===== src/ubtr_pkg.sv =====
// Purpose: Shared constants and types of the user break trace block
// Assumes: APB slave with 32-bit data, one aligned word per register
// Notes: All offsets are byte addresses
package ubtr_pkg;
    // ==========================================================
    // Bus and register map
    localparam int unsigned AW = 8;
    localparam int unsigned DW = 32;
    localparam logic [AW-1:0] A_BRK_CTRL = 8'h00;
    localparam logic [AW-1:0] A_EXEC_CNT = 8'h04;
    localparam logic [AW-1:0] A_IRQ_STAT = 8'h08;
    localparam logic [AW-1:0] A_IRQ_MASK = 8'h0c;
    localparam logic [3:0] G_FLAGS = 4'h1;
    localparam logic [3:0] G_SRC = 4'h2;
    localparam logic [3:0] G_TGT = 4'h3;
    localparam int unsigned GRP_LSB = 4;
    localparam int unsigned IDX_LSB = 2;
    // ==========================================================
    // Break control fields (channel D)
    localparam int unsigned BC_CPU_FLAG = 7;
    localparam int unsigned BC_DMA_FLAG = 6;
    localparam int unsigned BC_EXEC_EN = 5;
    localparam int unsigned BC_DATA_EN = 3;
    localparam int unsigned BC_FETCH_AFTER = 2;
    localparam logic BC_RST = 1'b0;
    localparam int unsigned CNT_W = 12;
    localparam logic [CNT_W-1:0] CNT_RST = 12'h000;
    // ==========================================================
    // Trace flag fields
    localparam int unsigned DEPTH = 4;
    localparam int unsigned IDX_W = 2;
    localparam int unsigned BF_SVF = 15;
    localparam int unsigned BF_PID_LSB = 12;
    localparam int unsigned BF_DVF = 7;
    localparam int unsigned PID_W = 3;
    // ==========================================================
    // Interrupt status bits
    localparam int unsigned IRQ_W = 3;
    localparam int unsigned IRQ_CPU = 0;
    localparam int unsigned IRQ_DMA = 1;
    localparam int unsigned IRQ_TRACE = 2;
    localparam logic [IRQ_W-1:0] IRQ_RST = 3'h0;
    // APB slave states
    typedef enum logic [0:0] {
        ST_IDLE = 1'b0,
        ST_ANSWER = 1'b1
    } ubtr_apb_t;
endpackage


===== src/ubtr_trace_if.sv =====
// Purpose: Carrier between the register logic and the trace store
// Assumes: Single clock domain
// Notes: ctrl drives capture and clear strobes, store returns entries
interface ubtr_trace_if;
    import ubtr_pkg::*;
    logic shift;
    logic [DW-1:0] src;
    logic [PID_W-1:0] ibuf_pointer;
    logic tgt_set;
    logic [DW-1:0] dst;
    logic [DEPTH-1:0] clr_src;
    logic [DEPTH-1:0] clr_tgt;
    logic [DEPTH-1:0] source_valid_flag;
    logic [DEPTH-1:0] target_valid_flag;
    logic [PID_W-1:0] pid_e [DEPTH];
    logic [DW-1:0] src_e [DEPTH];
    logic [DW-1:0] dst_e [DEPTH];
    modport ctrl (output shift, src, ibuf_pointer, tgt_set, dst, clr_src, clr_tgt,
        input source_valid_flag, target_valid_flag, pid_e, src_e, dst_e);
    modport store (input shift, src, ibuf_pointer, tgt_set, dst, clr_src, clr_tgt,
        output source_valid_flag, target_valid_flag, pid_e, src_e, dst_e);
endinterface

===== src/ubtr_chd.sv =====
// Purpose: Channel D match qualification, timing and execution count
// Assumes: Match inputs come from same-clock comparator logic
// Notes: A target count of zero fires only on the 4096th occurrence while counting is on
module ubtr_chd import ubtr_pkg::*; (
    input wire logic clk_i,
    input wire logic rst_i,
    input wire logic exec_en_i,
    input wire logic data_en_i,
    input wire logic fetch_after_i,
    input wire logic [CNT_W-1:0] exec_target_i,
    input wire logic addr_match_i,
    input wire logic data_match_i,
    input wire logic is_fetch_i,
    input wire logic is_dma_i,
    input wire logic insn_issue_i,
    input wire logic insn_retire_i,
    input wire logic flush_i,
    output logic brk_cpu_o,
    output logic brk_dma_o
);
    logic pend_q, issued_q, brk_cpu_q, brk_dma_q;
    logic [CNT_W-1:0] cnt_q;
    // Data compare is ignored on fetch cycles
    wire data_ok = is_fetch_i | ~data_en_i | data_match_i;
    wire access_hit = addr_match_i & ~is_fetch_i & data_ok;
    wire fetch_hit = addr_match_i & is_fetch_i;
    // Before: fire at issue; after: fire at retire
    wire fetch_fire = fetch_after_i ? (issued_q & insn_retire_i)
                                    : (pend_q & insn_issue_i);
    wire occur = access_hit | fetch_fire;
    wire [CNT_W-1:0] cnt_inc = cnt_q + 1'b1;
    wire count_done = cnt_inc == exec_target_i;
    wire fire = occur & (~exec_en_i | count_done);
    // ==========================================================
    // Fetch tracking; a flush cancels a pending fetch that is not issued in that cycle and any fetch matched in that cycle
    always_ff @(posedge clk_i) begin
        if (rst_i | flush_i) begin
            pend_q <= 1'b0;
        end else begin
            pend_q <= fetch_hit | (pend_q & ~insn_issue_i);
        end
    end
    always_ff @(posedge clk_i) begin
        if (rst_i) begin
            issued_q <= 1'b0;
        end else begin
            issued_q <= (pend_q & insn_issue_i & fetch_after_i) | (issued_q & ~insn_retire_i);
        end
    end
    // Occurrence counter restarts after each counted break
    always_ff @(posedge clk_i) begin
        if (rst_i | ~exec_en_i) begin
            cnt_q <= CNT_RST;
        end else if (occur) begin
            cnt_q <= count_done ? CNT_RST : cnt_inc;
        end
    end
    always_ff @(posedge clk_i) begin
        if (rst_i) begin
            brk_cpu_q <= 1'b0;
            brk_dma_q <= 1'b0;
        end else begin
            // A fetch break is always a CPU event, whatever the DMA qualifier shows
            brk_cpu_q <= fire & (fetch_fire | ~is_dma_i);
            brk_dma_q <= fire & ~fetch_fire & is_dma_i;
        end
    end
    assign brk_cpu_o = brk_cpu_q;
    assign brk_dma_o = brk_dma_q;
endmodule


===== src/ubtr_fifo.sv =====
// Purpose: Four-deep branch trace queue of flags, source and target
// Assumes: Strobes come from logic on the same clock
// Notes: Address and pointer storage has no reset on purpose
module ubtr_fifo import ubtr_pkg::*; (
    input wire logic clk_i,
    input wire logic rst_i,
    ubtr_trace_if.store tr
);
    logic [DEPTH-1:0] svf_q;
    logic [DEPTH-1:0] dvf_q;
    logic [PID_W-1:0] pid_q [DEPTH];
    logic [DW-1:0] src_q [DEPTH];
    logic [DW-1:0] dst_q [DEPTH];
    // ==========================================================
    // Entries; a read clear follows its entry when the queue shifts
    for (genvar i = 0; i < DEPTH; i++) begin : g_ent
        logic svf_in, dvf_in;
        if (i == 0) begin : g_head
            assign svf_in = 1'b0;
            assign dvf_in = 1'b0;
        end else begin : g_body
            assign svf_in = svf_q[i-1] & ~tr.clr_src[i-1];
            assign dvf_in = dvf_q[i-1] & ~tr.clr_tgt[i-1];
        end
        // Valid flags; a target fetch beats a read clear
        always_ff @(posedge clk_i) begin
            if (rst_i) begin
                svf_q[i] <= 1'b0;
                dvf_q[i] <= 1'b0;
            end else if (tr.shift) begin
                svf_q[i] <= (i == 0) ? tr.tgt_set : svf_in;
                dvf_q[i] <= (i == 0) ? tr.tgt_set : dvf_in;
            end else begin
                svf_q[i] <= ((i == 0) & tr.tgt_set) | (svf_q[i] & ~tr.clr_src[i]);
                dvf_q[i] <= ((i == 0) & tr.tgt_set) | (dvf_q[i] & ~tr.clr_tgt[i]);
            end
        end
        // Payload without reset; all three queues move together
        always_ff @(posedge clk_i) begin
            if (tr.shift) begin
                pid_q[i] <= (i == 0) ? tr.ibuf_pointer : pid_q[(i == 0) ? 0 : i-1];
                src_q[i] <= (i == 0) ? tr.src : src_q[(i == 0) ? 0 : i-1];
                dst_q[i] <= (i == 0) ? tr.dst : dst_q[(i == 0) ? 0 : i-1];
            end else if ((i == 0) && tr.tgt_set) begin
                dst_q[i] <= tr.dst;
            end
        end
        assign tr.pid_e[i] = pid_q[i];
        assign tr.src_e[i] = src_q[i];
        assign tr.dst_e[i] = dst_q[i];
    end
    assign tr.source_valid_flag = svf_q;
    assign tr.target_valid_flag = dvf_q;
endmodule


===== src/ubtr_top.sv =====
// Purpose: Channel D break control bits and branch trace, APB reachable
// Assumes: CPU and DMA observers run on CLK_I; APB master per AMBA APB
// Notes: Trace payload is never reset; only valid flags are
//
// Chosen here: the address map and the APB register port.
module ubtr_top import ubtr_pkg::*; (
    input wire logic CLK_I,
    input wire logic RESET_I,
    input wire logic PSEL_I,
    input wire logic PENABLE_I,
    input wire logic PWRITE_I,
    input wire logic [AW-1:0] PADDR_I,
    input wire logic [DW-1:0] PWDATA_I,
    output logic [DW-1:0] PRDATA_O,
    output logic PREADY_O,
    output logic PSLVERR_O,
    input wire logic CHD_ADDR_MATCH_I,
    input wire logic CHD_DATA_MATCH_I,
    input wire logic CHD_IS_FETCH_I,
    input wire logic CHD_IS_DMA_I,
    input wire logic INSN_ISSUE_I,
    input wire logic INSN_RETIRE_I,
    input wire logic FETCH_FLUSH_I,
    input wire logic BRANCH_I,
    input wire logic [DW-1:0] BRANCH_SRC_I,
    input wire logic [PID_W-1:0] BRANCH_PID_I,
    input wire logic TARGET_FETCH_I,
    input wire logic [DW-1:0] TARGET_ADDR_I,
    output logic CHD_BREAK_O,
    output logic IRQ_O
);
    // ==========================================================
    // APB slave state
    ubtr_apb_t st_q, st_d;
    logic pready_q, pslverr_q;
    logic [DW-1:0] prdata_q;
    // Control and status registers
    logic cpu_flag_q, dma_flag_q, exec_en_q, data_en_q, fetch_after_q;
    logic [CNT_W-1:0] exec_cnt_q;
    logic [IRQ_W-1:0] irq_stat_q, irq_stat_d, irq_mask_q;
    logic irq_q, brk_q;
    logic brk_cpu, brk_dma;
    logic [DW-1:0] rdata;
    ubtr_trace_if tr ();

    // ==========================================================
    // Address decode
    wire access = PSEL_I & PENABLE_I;
    wire done = access & pready_q;
    wire wr_done = done & PWRITE_I;
    wire rd_done = done & ~PWRITE_I;
    wire aligned = PADDR_I[IDX_LSB-1:0] == '0;
    wire [3:0] grp = PADDR_I[GRP_LSB +: 4];
    wire [IDX_W-1:0] idx = PADDR_I[IDX_LSB +: IDX_W];
    wire hit_bc = PADDR_I == A_BRK_CTRL;
    wire hit_cnt = PADDR_I == A_EXEC_CNT;
    wire hit_stat = PADDR_I == A_IRQ_STAT;
    wire hit_mask = PADDR_I == A_IRQ_MASK;
    wire hit_flags = aligned & (grp == G_FLAGS);
    wire hit_src = aligned & (grp == G_SRC);
    wire hit_tgt = aligned & (grp == G_TGT);
    wire hit_rw = hit_bc | hit_cnt | hit_stat | hit_mask;
    wire hit_ro = hit_flags | hit_src | hit_tgt;
    // Trace registers are read-only, so a write there is refused
    wire bad = ~(hit_rw | (hit_ro & ~PWRITE_I));
    wire wr_bc = wr_done & hit_bc & ~pslverr_q;
    wire wr_cnt = wr_done & hit_cnt;
    wire wr_stat = wr_done & hit_stat;
    wire wr_mask = wr_done & hit_mask;

    // ==========================================================
    // Answer one cycle into the access phase, then drop ready
    always_comb begin
        st_d = st_q;
        case (st_q)
            ST_IDLE: begin
                if (access) begin
                    st_d = ST_ANSWER;
                end
            end
            ST_ANSWER: begin
                st_d = ST_IDLE;
            end
            default: begin
                st_d = ST_IDLE;
            end
        endcase
    end

    always_ff @(posedge CLK_I) begin
        if (RESET_I) begin
            st_q <= ST_IDLE;
            pready_q <= 1'b0;
            pslverr_q <= 1'b0;
        end else begin
            st_q <= st_d;
            pready_q <= st_d == ST_ANSWER;
            pslverr_q <= (st_d == ST_ANSWER) & bad;
        end
    end

    // Read data is latched with ready, so it stands through the answer
    always_ff @(posedge CLK_I) begin
        if (RESET_I) begin
            prdata_q <= '0;
        end else if (st_q == ST_IDLE && access) begin
            prdata_q <= bad ? '0 : rdata;
        end
    end

    // ==========================================================
    // Read multiplexer; unused and reserved bits stay zero
    always_comb begin
        rdata = '0;
        if (hit_bc) begin
            rdata[BC_CPU_FLAG] = cpu_flag_q;
            rdata[BC_DMA_FLAG] = dma_flag_q;
            rdata[BC_EXEC_EN] = exec_en_q;
            rdata[BC_DATA_EN] = data_en_q;
            rdata[BC_FETCH_AFTER] = fetch_after_q;
        end else if (hit_cnt) begin
            rdata[CNT_W-1:0] = exec_cnt_q;
        end else if (hit_stat) begin
            rdata[IRQ_W-1:0] = irq_stat_q;
        end else if (hit_mask) begin
            rdata[IRQ_W-1:0] = irq_mask_q;
        end else if (hit_flags) begin
            rdata[BF_SVF] = tr.source_valid_flag[idx];
            rdata[BF_PID_LSB +: PID_W] = tr.pid_e[idx];
            rdata[BF_DVF] = tr.target_valid_flag[idx];
        end else if (hit_src) begin
            rdata = tr.src_e[idx];
        end else if (hit_tgt) begin
            rdata = tr.dst_e[idx];
        end
    end

    // ==========================================================
    // Match flags: hardware sets, a written zero clears, set wins
    always_ff @(posedge CLK_I) begin
        if (RESET_I) begin
            cpu_flag_q <= BC_RST;
            dma_flag_q <= BC_RST;
        end else begin
            cpu_flag_q <= brk_cpu | (cpu_flag_q & ~(wr_bc & ~PWDATA_I[BC_CPU_FLAG]));
            dma_flag_q <= brk_dma | (dma_flag_q & ~(wr_bc & ~PWDATA_I[BC_DMA_FLAG]));
        end
    end

    // Control bits steer the channel D matcher
    always_ff @(posedge CLK_I) begin
        if (RESET_I) begin
            exec_en_q <= BC_RST;
            data_en_q <= BC_RST;
            fetch_after_q <= BC_RST;
        end else if (wr_bc) begin
            exec_en_q <= PWDATA_I[BC_EXEC_EN];
            data_en_q <= PWDATA_I[BC_DATA_EN];
            fetch_after_q <= PWDATA_I[BC_FETCH_AFTER];
        end
    end

    always_ff @(posedge CLK_I) begin
        if (RESET_I) begin
            exec_cnt_q <= CNT_RST;
        end else if (wr_cnt) begin
            exec_cnt_q <= PWDATA_I[CNT_W-1:0];
        end
    end

    // ==========================================================
    // Interrupt status: events set, write one clears, set wins
    always_comb begin
        irq_stat_d = irq_stat_q;
        if (wr_stat) begin
            irq_stat_d = irq_stat_q & ~PWDATA_I[IRQ_W-1:0];
        end
        irq_stat_d[IRQ_CPU] = irq_stat_d[IRQ_CPU] | brk_cpu;
        irq_stat_d[IRQ_DMA] = irq_stat_d[IRQ_DMA] | brk_dma;
        irq_stat_d[IRQ_TRACE] = irq_stat_d[IRQ_TRACE] | TARGET_FETCH_I;
    end

    always_ff @(posedge CLK_I) begin
        if (RESET_I) begin
            irq_stat_q <= IRQ_RST;
            irq_mask_q <= IRQ_RST;
        end else begin
            irq_stat_q <= irq_stat_d;
            if (wr_mask) begin
                irq_mask_q <= PWDATA_I[IRQ_W-1:0];
            end
        end
    end

    // Registered so the line is glitch free; lags status by one cycle
    always_ff @(posedge CLK_I) begin
        if (RESET_I) begin
            irq_q <= 1'b0;
            brk_q <= 1'b0;
        end else begin
            irq_q <= |(irq_stat_q & irq_mask_q);
            brk_q <= brk_cpu | brk_dma;
        end
    end

    // ==========================================================
    // Trace capture and read side effects
    assign tr.shift = BRANCH_I;
    assign tr.src = BRANCH_SRC_I;
    assign tr.ibuf_pointer = BRANCH_PID_I;
    assign tr.tgt_set = TARGET_FETCH_I;
    assign tr.dst = TARGET_ADDR_I;
    for (genvar i = 0; i < DEPTH; i++) begin : g_clr
        assign tr.clr_src[i] = rd_done & hit_src & (idx == IDX_W'(i));
        assign tr.clr_tgt[i] = rd_done & hit_tgt & (idx == IDX_W'(i));
    end

    ubtr_fifo u_fifo (
        .clk_i(CLK_I),
        .rst_i(RESET_I),
        .tr(tr.store)
    );

    ubtr_chd u_chd (
        .clk_i(CLK_I),
        .rst_i(RESET_I),
        .exec_en_i(exec_en_q),
        .data_en_i(data_en_q),
        .fetch_after_i(fetch_after_q),
        .exec_target_i(exec_cnt_q),
        .addr_match_i(CHD_ADDR_MATCH_I),
        .data_match_i(CHD_DATA_MATCH_I),
        .is_fetch_i(CHD_IS_FETCH_I),
        .is_dma_i(CHD_IS_DMA_I),
        .insn_issue_i(INSN_ISSUE_I),
        .insn_retire_i(INSN_RETIRE_I),
        .flush_i(FETCH_FLUSH_I),
        .brk_cpu_o(brk_cpu),
        .brk_dma_o(brk_dma)
    );

    assign PRDATA_O = prdata_q;
    assign PREADY_O = pready_q;
    assign PSLVERR_O = pslverr_q;
    assign CHD_BREAK_O = brk_q;
    assign IRQ_O = irq_q;
endmodule


===== config.mk =====
export PLATFORM = sky130hd
export DESIGN_NAME = ubtr_top
export DESIGN_NICKNAME = d
export VERILOG_FILES = /design/src/ubtr_pkg.sv /design/src/ubtr_trace_if.sv /design/src/ubtr_chd.sv /design/src/ubtr_fifo.sv /design/src/ubtr_top.sv
export SDC_FILE = /design/constraint.sdc
export NUM_CORES = 1
export LEC_CHECK = 0
export CELL_PAD_IN_SITES_DETAIL_PLACEMENT = 0
export CELL_PAD_IN_SITES_GLOBAL_PLACEMENT = 1
export CORE_AREA = 3 3 171 173
export DETAILED_ROUTE_END_ITERATION = 16
export DIE_AREA = 0 0 174 176
export DONT_BUFFER_PORTS = 1
export PLACE_DENSITY_LB_ADDON = 0.1
export SLEW_MARGIN = 20
export SYNTH_ARGS = -nofsm -noshare
export SYNTH_HDL_FRONTEND = slang
export SYNTH_SLANG_ARGS = --single-unit

===== constraint.sdc =====
create_clock -name CLK_I -period 3.8 [get_ports CLK_I]
set_input_delay 0.57 -clock CLK_I [delete_from_list [all_inputs] [get_ports CLK_I]]
set_output_delay 0.57 -clock CLK_I [all_outputs]
set_load 0.01 [all_outputs]

==> results of run 1 <==
cell usage in the layout (no fill, tap or decap), types with 3 or more instances in the layout:
master and instances:
a211oi_1 6, a21oi_1 34, a221o_1 3, a22oi_1 13
a311oi_1 3, a31oi_1 3, and2_1 3, buf_4 9
bufinv_16 4, clkbuf_1 9, clkbuf_16 39, clkinv_1 5
clkinv_2 8, dfxtp_1 83, edfxtp_1 268, inv_1 8
mux2_2 5, mux2i_1 47, mux4_2 69, nand2_1 36
nand2b_1 8, nand3_1 11, nor2_1 88, nor2b_1 8
nor3_1 19, nor4_1 7, o2111ai_1 3, o211ai_1 5
o21a_1 3, o21ai_0 19, o221ai_1 3, o2bb2ai_1 5
or3_1 5, or4_1 5, xnor2_1 15, xor2_1 4
state kept, by name, summed over array words and instances, names as in the netlist, 3 cells and up:
signal                       cells
u_fifo.src_q                   128
irq_stat_q                       3
exec_cnt_q                      12
u_chd.cnt_q                     12
irq_mask_q                       3
PRDATA_O                        32
u_fifo.pid_q                    12
u_fifo.tr.source_valid_flag      4
u_fifo.tr.target_valid_flag      4
u_fifo.dst_q                   128
cell families after synthesis:
logic type | count (synthesis)
simple gates | 205
xor+xnor | 19
mux | 121
flops | 351
fa+ha+maj | 1
buf+inv | 58
compound gates | 108
metal layers:
metal	GRT usage [%]	routed length, um	vias to the layer above
met5	0	61	-
met4	4.19	473	8
met3	5.59	2040	46
met2	30.5	13700	235
met1	25.4	12400	3820
li1	-	-	3372
path summary, 6_finish.rpt:
path / from / endpoint / slack (ns)
max: u_chd.cnt_q[0]$_SDFFE_PP0P_ / u_chd.cnt_q[7]$_SDFFE_PP0P_ / 0.85
min: RESET_I / PRDATA_O[1]$_SDFFE_PP0P_ / 0.13
max reg2reg: u_chd.cnt_q[0]$_SDFFE_PP0P_ / u_chd.cnt_q[7]$_SDFFE_PP0P_ / 0.85
min reg2reg: u_fifo.dst_q[2][7]$_DFFE_PP_ / u_fifo.dst_q[3][7]$_DFFE_PP_ / 0.44
worst max-delay path, cell delays in order (launching register included):
cell and delay [ns]:
dfxtp_1 0.45, ha_1 0.30, xnor2_1 0.19, o21ai_0 0.10
or4_1 0.48, or4_4 0.59, nor4b_4 0.55, nor3_1 0.14
metrics by stage:
stage	instance area [sq um]	instances
6_report	15400	1268
2_1_floorplan	13900	863
4_1_cts	15400	1268
5_1_grt	15400	1268
3_5_place_dp	14200	1200
3_3_place_gp	14200	1200
power breakdown:
part	total, mW	internal (mW)	switching, mW	leakage, nW
sequential	4.49	4.38	0.103	3.31
combinational	0.267	0.179	0.0877	1.31
clock	3.61	2.17	1.43	0.599
total	8.36	6.74	1.62	5.22
area by class of cell:
class                      instances  area share (%)
multi-input combinational        454            25.6
clock inverter                    19            1.26
tap                              378            3.06
sequential                       351            62.9
inverter                           8           0.194
clock buffer                      49            6.63
timing repair buffer               9           0.437
cells in the mapped netlist, drive strengths merged (12+ instances only):
cell	instances
a21oi	34
a22oi	13
buf	14
clkbuf	36
dfxtp	83
edfxtp	268
mux2i	47
mux4	69
nand2	36
nand3	12
nor2	88
nor3	19
o21ai	19
xnor2	15
==> results.md, run 1 <==
* Clk sinks at ~350
* Fillers at between 2,000 and 2,500
* Final design utilization at a little under three fifths
* Die area at between 30,000 and 40,000 sq um
* CP Data Arrival Time at 3.31 ns
* Worst skew pair latency at 0.51 ns
* Syn Area/Cell at 16.1 sq um
* Hold Path Class: primary input to flip-flop
* Gr ovfl total at 0
* VDD IR max at 0.321 mV
* Clk buf depth at 3
* First-pass GRT wire length at about 45 mm
* I/O Pins at 157
* Vias in the first global route at ~7,700
* Vias per std cell at between 5 and 6
* Post-CTS Resized at 0
* Root Driver: clkbuf_16
* PortBufs at 0
* Worst setup SP type: flip-flop
* DP HPWL at approximately 17 mm
* Proportion of synthesized area in mux cells at approximately 15%
* Mapped Cells at between 800 and 900
* Yosys top cell by area: edfxtp_1
* Worst Reg-to-Reg Cells at 7
* Cell Area, Synth at 13,900 sq um
* FMAX at 339 MHz
* Synth Area in Adders at 0.0901%
* Core area at approximately 28,000 sq um
* Worst Setup End Kind: flip-flop
* Antenna diodes at 0
* Rel. slew slack at 34.4%
* DRT Wirelength at about 29 mm
* Post-synth EDFFs at around 270
* First drt pass iteration count at 5
* Compound-Gate Fraction of Synth Area at under 10%
* Die Y at around 180 um
* Sequential cell area fraction in the yosys report at about 70%
* Clock period minus worst slack at ~2.9 ns
* CP Class: flip-flop to flip-flop
* Initial antenna violation count at 4
* Main combinational cell family by area after synthesis: multiplexers
* Initial Util at around half
* Remaining antenna violation count at 0
* Main synth FF type: edfxtp_1
* Row cnt at just over 60
* Fin worst setup slack at 0.854 ns
* Power, Total at 8.36 mW
* Outcome: completed
* Area Growth Syn to Fin at 11.2%
* Nets at ~980
* Largest net degree at the start of global routing at between 200 and 250
* Worst EP required at between 4 and 5 ns
* Worst clock skew at roughly 0.0096 ns
* WHS at approximately 0.13 ns
* Die width at 174 um
* Initial DRC count at approximately 690
* Slew at the pin closest to its max-slew limit at between 0.9 and 1 ns
* Register Area at around 9700 sq um
* Routability cong. at a little over 0.8
* Via Count at roughly 7,500
* Yosys warns at 0
* TritonCTS clock tree: yes
* Area share of the largest cell type after synthesis at roughly 58%
* Multi-input logic area at 3950 sq um
* RSZ-0062 raised after global routing: no
* Hold Path Stages at 1
* Setup violations, final at 0
* Worst-path fanout max at 9
* CTS Buf Count at 38
* Hold Buf Count CTS at 0
* GRT Total Usage at 18.8%
* Cell area power density at roughly 540 nW/um^2
* XOR/XNOR share of the synthesized area at 1.20%
* Post-Synth Simple-Gate Area at 7.05%
* Place WS at approximately 0.85 ns
* Wire length per cell at about 23 um
* H-Tree Depth at 2
* Final worst path period share at between 70% and 80%
* Seq cells post-synth at 351
* Slew Limit Fails at 0
* Hold Fails Final Rpt at 0
* Maxcap violations at 0
* Async SR Flop Fraction at 0%
* Leak at around 5.2 nW
* Number of remaining DRC errors at 0
* Synth area leaders: edfxtp_1, dfxtp_1, mux4_2
* Share of cells above drive strength 1 at between 15 and 20%
* Distinct cells, synth at 54
* Clock slew at reported path FFs at around 0.06 ns
* Postcts setup bufs at 0
* Syn_nets at a little under 1,000
* Setup TNS at 0 ns
Note: power is estimated with default switching activity, not from simulation.
==> inputs of run 2 (changes only) <==
--- a/config.mk
+++ b/config.mk
@@ -7,9 +7,9 @@
 export LEC_CHECK = 0
 export CELL_PAD_IN_SITES_DETAIL_PLACEMENT = 0
 export CELL_PAD_IN_SITES_GLOBAL_PLACEMENT = 1
-export CORE_AREA = 3 3 171 173
+export CORE_AREA = 3 3 175 177
 export DETAILED_ROUTE_END_ITERATION = 16
-export DIE_AREA = 0 0 174 176
+export DIE_AREA = 0 0 178 180
 export DONT_BUFFER_PORTS = 1
 export PLACE_DENSITY_LB_ADDON = 0.1
 export SLEW_MARGIN = 20
==> constraint.sdc (replaced) <==
create_clock -name CLK_I -period 2.61 [get_ports CLK_I]
set_input_delay 0.3915 -clock CLK_I [delete_from_list [all_inputs] [get_ports CLK_I]]
set_output_delay 0.3915 -clock CLK_I [all_outputs]
set_load 0.01 [all_outputs]
==> run 2 against run 1 <==
  * Global-route usage increased by 0.64 points
  * Fmax is 18% higher
  * Wire length grew 8.9%
==> results.md, run 2 (same netlist as run 1, synthesis figures left out) <==
* R2r endpoint: u_chd.cnt_q[5]$_SDFFE_PP0P_
* Area Growth Syn to Fin at 18.6%
* Wire length per cell at 22.7 um (+0.32%)
* Clock period minus worst slack at 2.50 ns (-0.444 ns)
* CP startpoint: u_chd.cnt_q[0]$_SDFFE_PP0P_
* Clk sinks at 351 (unchanged)
* PortBufs at 0 (unchanged)
* Multi-input logic area at 3980 sq um (+0.79%)
* Place WS at 0.0115 ns (-0.843 ns)
* Maxcap violations at 0 (unchanged)
* H-Tree Depth at 2 (unchanged)
* Clock slew at reported path FFs at 0.06 ns (about the same)
* Root Driver: clkbuf_16
* Register Area at 9710 sq um (about the same)
* Share of cells above drive strength 1 at 17.1% (+1.1 points)
* Die width at 178 um (+2.3%)
* Outcome: completed
* Postcts setup bufs at 0 (unchanged)
* DRT Wirelength at 31.2 mm (+8.9%)
* Antenna diodes at 0 (unchanged)
* Setup violations, final at 0 (unchanged)
* Die area at 32,000 sq um (+4.6%)
* FMAX at 400 MHz (+18%)
* First drt pass iteration count at 5 (unchanged)
* Die Y at 180 um (+2.3%)
* GRT Total Usage at 19.4% (+0.64 points)
* Hold Fails Final Rpt at 0 (unchanged)
* Worst setup SP type: flip-flop
* DP HPWL at 18.2 mm (+6.7%)
* Most frequent cells in the layout: edfxtp_1, nor2_1, dfxtp_1, dlygate4sd3_1, mux4_2
* Number of remaining DRC errors at 0 (unchanged)
* TritonCTS clock tree: yes
* Nets at 1,080 (+9.8%)
* Placed cells at 1,229 (+2.4%)
* Row cnt at 63 (+3.3%)
* CP max-delay cell: or4_4
* VDD IR max at 0.579 mV (+80%)
* Critical-path cell list: ha_4, xnor2_2, o21ai_1, or4_1, or4_4, nor4b_4, buf_4, nor4_1
* Via Count at 7,881 (+5.3%)
* Worst R2R Setup Slack at 0.11 ns (-0.75 ns)
* Slowest stage delay, CP at 0.57 ns (-0.02 ns)
* Clk buf depth at 3 (unchanged)
* Vias in the first global route at 8,199 (+6.0%)
* Slew Limit Fails at 0 (unchanged)
* First-pass GRT wire length at 48.3 mm (+7.0%)
* CP Data Arrival Time at 2.89 ns (-0.42 ns)
* Slew at the pin closest to its max-slew limit at 0.933 ns (-0.0511 ns)
* Post-Layout Cell Count at 1,376 (+8.5%)
* Leak at 5.66 nW (+8.4%)
* Worst clock skew at 0.0136 ns (+0.00395 ns)
* CTS Buf Count at 38 (unchanged)
* Gr ovfl total at 0 (unchanged)
* Fillers at 2,336 (+4.9%)
* Routability cong. at 0.797 (-3.2%)
* Initial Util at 47.2% (-2.8 points)
* Vias per std cell at 5.73 (-2.9%)
* Fin worst setup slack at 0.108 ns (-0.746 ns)
* Hold Path Class: primary input to flip-flop
* Core area at 29,400 sq um (+5.8%)
* Worst-path fanout max at 3 (-6)
* Worst Setup End Kind: flip-flop
* Initial antenna violation count at 0 (-4)
* Initial DRC count at 644 (-6.0%)
* Worst skew pair latency at 0.53 ns (+0.02 ns)
* RSZ-0062 raised after global routing: no
* Worst Reg-to-Reg Cells at 8 (+1)
* I/O Pins at 157 (unchanged)
* Setup TNS at 0 ns (unchanged)
* Setup crit end: u_chd.cnt_q[5]$_SDFFE_PP0P_
* Rel. slew slack at 37.6% (+3.2 points)
* Remaining antenna violation count at 0 (unchanged)
* Commonest non-fill, non-tap cell in the layout: edfxtp_1
* Largest net degree at the start of global routing at 247 (unchanged)
* Worst EP required at 3.00 ns (-1.17 ns)
* Cell area power density at 753 nW/um^2 (+39%)
* CP Class: flip-flop to flip-flop
* Critical R2R Launch: u_chd.cnt_q[0]$_SDFFE_PP0P_
* Final worst path period share at 95.9% (+18 points)
[run 2: changes by cell type in the layout (fill, tap and decap cells not counted), moves of 2 or more]
cell | before | now
dlygate4sd3_1 | 0 | 77
clkbuf_1 | 9 | 11
clkinv_2 | 8 | 5
buf_16 | 0 | 2
buf_4 | 9 | 25
dfxtp_1 | 83 | 81
clkinv_1 | 5 | 2
dfxtp_2 | 0 | 2
clkbuf_8 | 1 | 4
[run 2: worst min-delay path by stage]
stage | start | endpoint | slack, ns | depth (start not counted)
floorplan | u_fifo.src_q[2][2]$_DFFE_PP_ | u_fifo.src_q[3][2]$_DFFE_PP_ | 0.42 | 0
global placement | u_fifo.src_q[1][22]$_DFFE_PP_ | u_fifo.src_q[2][22]$_DFFE_PP_ | 0.43 | 0
detailed placement | u_fifo.dst_q[2][20]$_DFFE_PP_ | u_fifo.dst_q[3][20]$_DFFE_PP_ | 0.43 | 0
CTS | BRANCH_I | u_fifo.dst_q[2][20]$_DFFE_PP_ | -0.03 | 0
global route | BRANCH_I | u_fifo.src_q[1][6]$_DFFE_PP_ | -0.03 | 0
finish | BRANCH_I | u_fifo.dst_q[1][6]$_DFFE_PP_ | 0.01 | 0
[run 2: metrics by stage]
step / hold WS (ns) / instance area, sq um / util [%] / power (mW)
after floorplan: 0.418 / 13900 / - / 6.98
after global placement: 0.429 / 14400 / 48.9 / 7.00
after detailed placement: 0.429 / 14400 / 48.9 / 7.03
after CTS: -0.0346 / 16400 / 55.8 / 12.5
after global routing: -0.0250 / 16500 / 56.0 / 12.9
final: 0.0103 / 16500 / 56.0 / 12.4
[run 2: metal layers]
metal / global-route usage [%] / wire length, um
met1: 26.3 / 13500
met2: 31.5 / 15200
met3: 5.34 / 2030
met4: 4.65 / 534
met5: 0 / 0
[run 2: timing repair]
action | CTS | global route
gates resized for setup | 3 | 5
pin swaps | 4 | 3
endpoints found under the hold margin | 233 | 11
gates cloned | 0 | 0
endpoints found under the setup margin | 1 | 9
hold buffers | 75 | 4
[run 2: critical path, delay by kind of cell, from the launching register on]
family,cells,cell delay (ns)
AND/OR/NAND/NOR,4,1.39
flip-flops,1,0.34
adder cells (fa/ha/maj),1,0.25
buffers and inverters,1,0.18
XOR/XNOR,1,0.14
AO/OA/AOI/OAI,1,0.07
[run 2: final cells by class]
cell class,instances,area share [%]
clock inverter,14,1.02
timing repair buffer,105,6.22
sequential,351,59.0
inverter,8,0.182
multi-input combinational,454,24.2
clock buffer,54,6.51
tap,390,2.96
[run 2: power breakdown]
group / internal, mW / switching, mW
sequential: 6.38 / 0.151
combinational: 0.345 / 0.201
clock: 3.18 / 2.16
==> inputs of run 3 (changes only) <==
--- a/config.mk
+++ b/config.mk
@@ -5,11 +5,12 @@
 export SDC_FILE = /design/constraint.sdc
 export NUM_CORES = 1
 export LEC_CHECK = 0
+export ABC_AREA = 1
 export CELL_PAD_IN_SITES_DETAIL_PLACEMENT = 0
 export CELL_PAD_IN_SITES_GLOBAL_PLACEMENT = 1
-export CORE_AREA = 3 3 175 177
+export CORE_AREA = 3 3 179 181
 export DETAILED_ROUTE_END_ITERATION = 16
-export DIE_AREA = 0 0 178 180
+export DIE_AREA = 0 0 182 184
 export DONT_BUFFER_PORTS = 1
 export PLACE_DENSITY_LB_ADDON = 0.1
 export SLEW_MARGIN = 20
==> run 3 against run 2 <==
  * Non-clock buffer count shrank 7
  * Final area shrank 0.13%
  * Worst hold slack gained 0.016 ns
  * Total power is essentially flat
  * Clock skew grew 0.0054 ns
  * Setup slack gained 0.39 ns
  * Sequential share of layout area grew 0.061 points
  * Register-to-register slack gained 0.39 ns
  * Count of clock-buffer cells in the layout grew 1
  * Cell count grew 24%
  * Critical path depth grew 5
  * Highest routed layer unchanged
  * First-iteration DRC count grew 9.8%
==> results.md, run 3 <==
* Outcome: completed
* RSZ-0062 raised after global routing: no
* Sequential cell area fraction in the yosys report at 69.4% (-0.54 points)
* First drt pass iteration count at 5 (unchanged)
* I/O Pins at 157 (unchanged)
* Critical R2R Launch: u_chd.cnt_q[1]$_SDFFE_PP0P_
* TritonCTS clock tree: yes
* Comb pwr share at 4.4% (about the same)
* First-pass GRT wire length at 54.8 mm (+14%)
* Setup crit end: u_chd.cnt_q[11]$_SDFFE_PP0P_
* Sequential share of power at 52.7% (about the same)
* Placement Cell Area at 14,400 sq um (+0.51%)
* Worst-path fanout max at 8 (+5)
* Clk sinks at 351 (unchanged)
* Share of cells above drive strength 1 at 11.9% (-5.2 points)
* Nets at 1,406 (+30%)
* Async SR Flop Fraction at 0% (unchanged)
* Yosys warns at 0 (unchanged)
* CP startpoint: u_chd.cnt_q[1]$_SDFFE_PP0P_
* Initial antenna violation count at 1 (+1)
* Power, Total at 12.4 mW (about the same)
* Main synth FF type: edfxtp_1
* Yosys top cell by area: edfxtp_1
* Clk buf depth at 3 (unchanged)
* Hold Fails Final Rpt at 0 (unchanged)
* Most common cell in the synthesized netlist: edfxtp_1
* Mapped Cells at 1,198 (+39%)
* Worst skew pair latency at 0.54 ns (about the same)
* Worst Reg-to-Reg Cells at 13 (+5)
* DP HPWL at 22.1 mm (+21%)
* Critical-path cell list: ha_1, nand2_4, nor2_8, nand3_1, nand2_1, nand2_1, nand2_1, nand2_1, nor2_2, nand3_2, buf_4, nand3_1, a21oi_1
* Antenna diodes at 0 (unchanged)
* Worst EP required at 2.99 ns (about the same)
* Post-layout instance area at 16,500 sq um (-0.13%)
* Area Growth Syn to Fin at 17.6%
* Row cnt at 64 (+1.6%)
* FMAX at 473 MHz (+18%)
* Vias in the first global route at 9,435 (+15%)
* Maxcap violations at 0 (unchanged)
* Wire length per cell at 20.8 um (-8.3%)
* Fillers at 2,648 (+13%)
* Final worst path period share at 81.1% (-15 points)
* Die area at 33,500 sq um (+4.5%)
* Syn_nets at 1,320 (+34%)
* Worst R2R Setup Slack at 0.49 ns (+0.39 ns)
* Via Count at 9,339 (+19%)
* Syn Area/Cell at 11.7 sq um (-27%)
* CP Class: flip-flop to flip-flop
* Clock slew at reported path FFs at 0.06 ns (about the same)
* Pint at 9.70 mW (-2.1%)
* CP max-delay cell: dfxtp_1
* Cell Area, Synth at 14,000 sq um (+0.77%)
* Slew Limit Fails at 0 (unchanged)
* Hold Path Class: primary input to flip-flop
* Slowest stage delay, CP at 0.41 ns (-0.16 ns)
* Clock period minus worst slack at 2.12 ns (-0.386 ns)
* Routability cong. at 0.809 (+1.6%)
* CTS Buf Count at 39 (+2.6%)
* Commonest non-fill, non-tap cell in the layout: edfxtp_1
* Distinct cells, synth at 42 (-22%)
* Vias per std cell at 5.46 (-4.7%)
* Switching share of power at 21.9% (+1.7 points)
* Slew at the pin closest to its max-slew limit at 0.910 ns (-0.0224 ns)
* Worst Setup End Kind: flip-flop
* Seq cells post-synth at 351 (unchanged)
* VDD IR max at 0.579 mV (about the same)
* Rel. slew slack at 39.1% (+1.5 points)
* Switching power at 2.72 mW (+8.3%)
* Setup violations, final at 0 (unchanged)
* Setup TNS at 0 ns (unchanged)
* Synth area leaders: edfxtp_1, dfxtp_1, nand2_1
* CP Data Arrival Time at 2.50 ns (-0.39 ns)
* Gr ovfl total at 0 (unchanged)
* Number of remaining DRC errors at 0 (unchanged)
* Die Y at 184 um (+2.2%)
* Register Area at 9710 sq um (about the same)
* Postcts setup bufs at 0 (unchanged)
* Multi-input logic area at 3730 sq um (-6.4%)
* Clock network power share at 42.9% (about the same)
* Post-synth EDFFs at 268 (unchanged)
* Die width at 182 um (+2.2%)
* R2r endpoint: u_chd.cnt_q[11]$_SDFFE_PP0P_
* H-Tree Depth at 2 (unchanged)
* Initial DRC count at 707 (+9.8%)
* DRT Wirelength at 35.6 mm (+14%)
* Most frequent cells in the layout: edfxtp_1, nand2_1, dfxtp_1, a21oi_1, dlygate4sd3_1
* Area share of the largest cell type after synthesis at 57.5% (-0.45 points)
* Commonest cells in the synthesized netlist: edfxtp_1, nand2_1, dfxtp_1
* Remaining antenna violation count at 0 (unchanged)
* Most frequent CP cell: nand2_1
* Cell area power density at 755 nW/um^2 (+0.16%)
* Initial Util at 45.8% (-1.5 points)
* Leak at 5.78 nW (+2.2%)
* PortBufs at 0 (unchanged)
* Root Driver: clkbuf_16
* Final design utilization at 53.8% (-2.2 points)
* Core area at 30,600 sq um (+4.0%)
* Worst clock skew at 0.0190 ns (+0.00543 ns)
* Largest net degree at the start of global routing at 147 (-40%)
* Worst setup SP type: flip-flop
* GRT Total Usage at 21.0% (+1.6 points)
[run 3: metrics by stage]
step	std cells	hold WS (ns)	setup WS, ns
3_5_place_dp	1566	0.429	0.479
6_report	1711	0.0265	0.494
2_1_floorplan	1198	0.418	0.872
4_1_cts	1711	0.00000194	0.507
3_3_place_gp	1566	0.422	0.533
5_1_grt	1711	0.000170	0.280
[run 3: worst min-delay path by stage]
stage / startpoint / endpoint / cells past startpoint
floorplan: u_fifo.src_q[0][2]$_DFFE_PP_ / u_fifo.src_q[1][2]$_DFFE_PP_ / 0
global placement: u_fifo.src_q[2][4]$_DFFE_PP_ / u_fifo.src_q[3][4]$_DFFE_PP_ / 0
detailed placement: u_fifo.src_q[2][0]$_DFFE_PP_ / u_fifo.src_q[3][0]$_DFFE_PP_ / 0
CTS: BRANCH_I / u_fifo.src_q[3][0]$_DFFE_PP_ / 0
global route: BRANCH_I / u_fifo.src_q[2][12]$_DFFE_PP_ / 0
finish: INSN_RETIRE_I / u_chd.issued_q$_SDFF_PP0_ / 3
[run 3: repair_timing]
action	CTS	global route
hold endpoints to repair	193	0
resized for setup	0	0
hold buffers	73	0
[run 3: logic make-up after synthesis]
| kind of cell | Yosys count | synth area share, % |
|---|---|---|
| compound gates | 263 | 11.3 |
| flops | 351 | 69.4 |
| buf+inv | 129 | 4.01 |
| fa+ha+maj | 1 | 0.0894 |
| simple gates | 453 | 15.2 |
| xor+xnor | 1 | 0.0626 |
[run 3: final cells by class]
type	count	share of cell area (%)
clock buffer	55	6.54
clock inverter	17	1.06
inverter	76	1.75
multi-input combinational	718	22.7
sequential	351	59.0
tap	396	3.01
timing repair buffer	98	5.98
[run 3: metal layers]
layer | wire (um) | GRT usage, %
met4 | 708 | 5.33
met1 | 16600 | 30.5
met2 | 16200 | 33.0
met5 | 0 | 0
met3 | 2140 | 3.76
[run 3: critical path: cells and delay by family, from the launching register on]
family                     cells  cell delay (ns)
and+or+nand+nor               10             1.00
AOI/OAI and AO/OA              1             0.06
DFF                            1             0.41
adders and majority gates      1             0.28
buffers and inverters          1             0.23
[run 3: power groups by stage]
| stage | sequential, mW | combinational (mW) | clock, mW |
|---|---|---|---|
| 6_report | 6.54 | 0.550 | 5.32 |
| 4_1_cts | 6.54 | 0.551 | 5.45 |
| 3_5_place_dp | 6.65 | 0.414 | 0 |
| 5_1_grt | 6.57 | 0.604 | 5.67 |
| 3_3_place_gp | 6.64 | 0.413 | 0 |
| 2_1_floorplan | 6.59 | 0.300 | 0 |
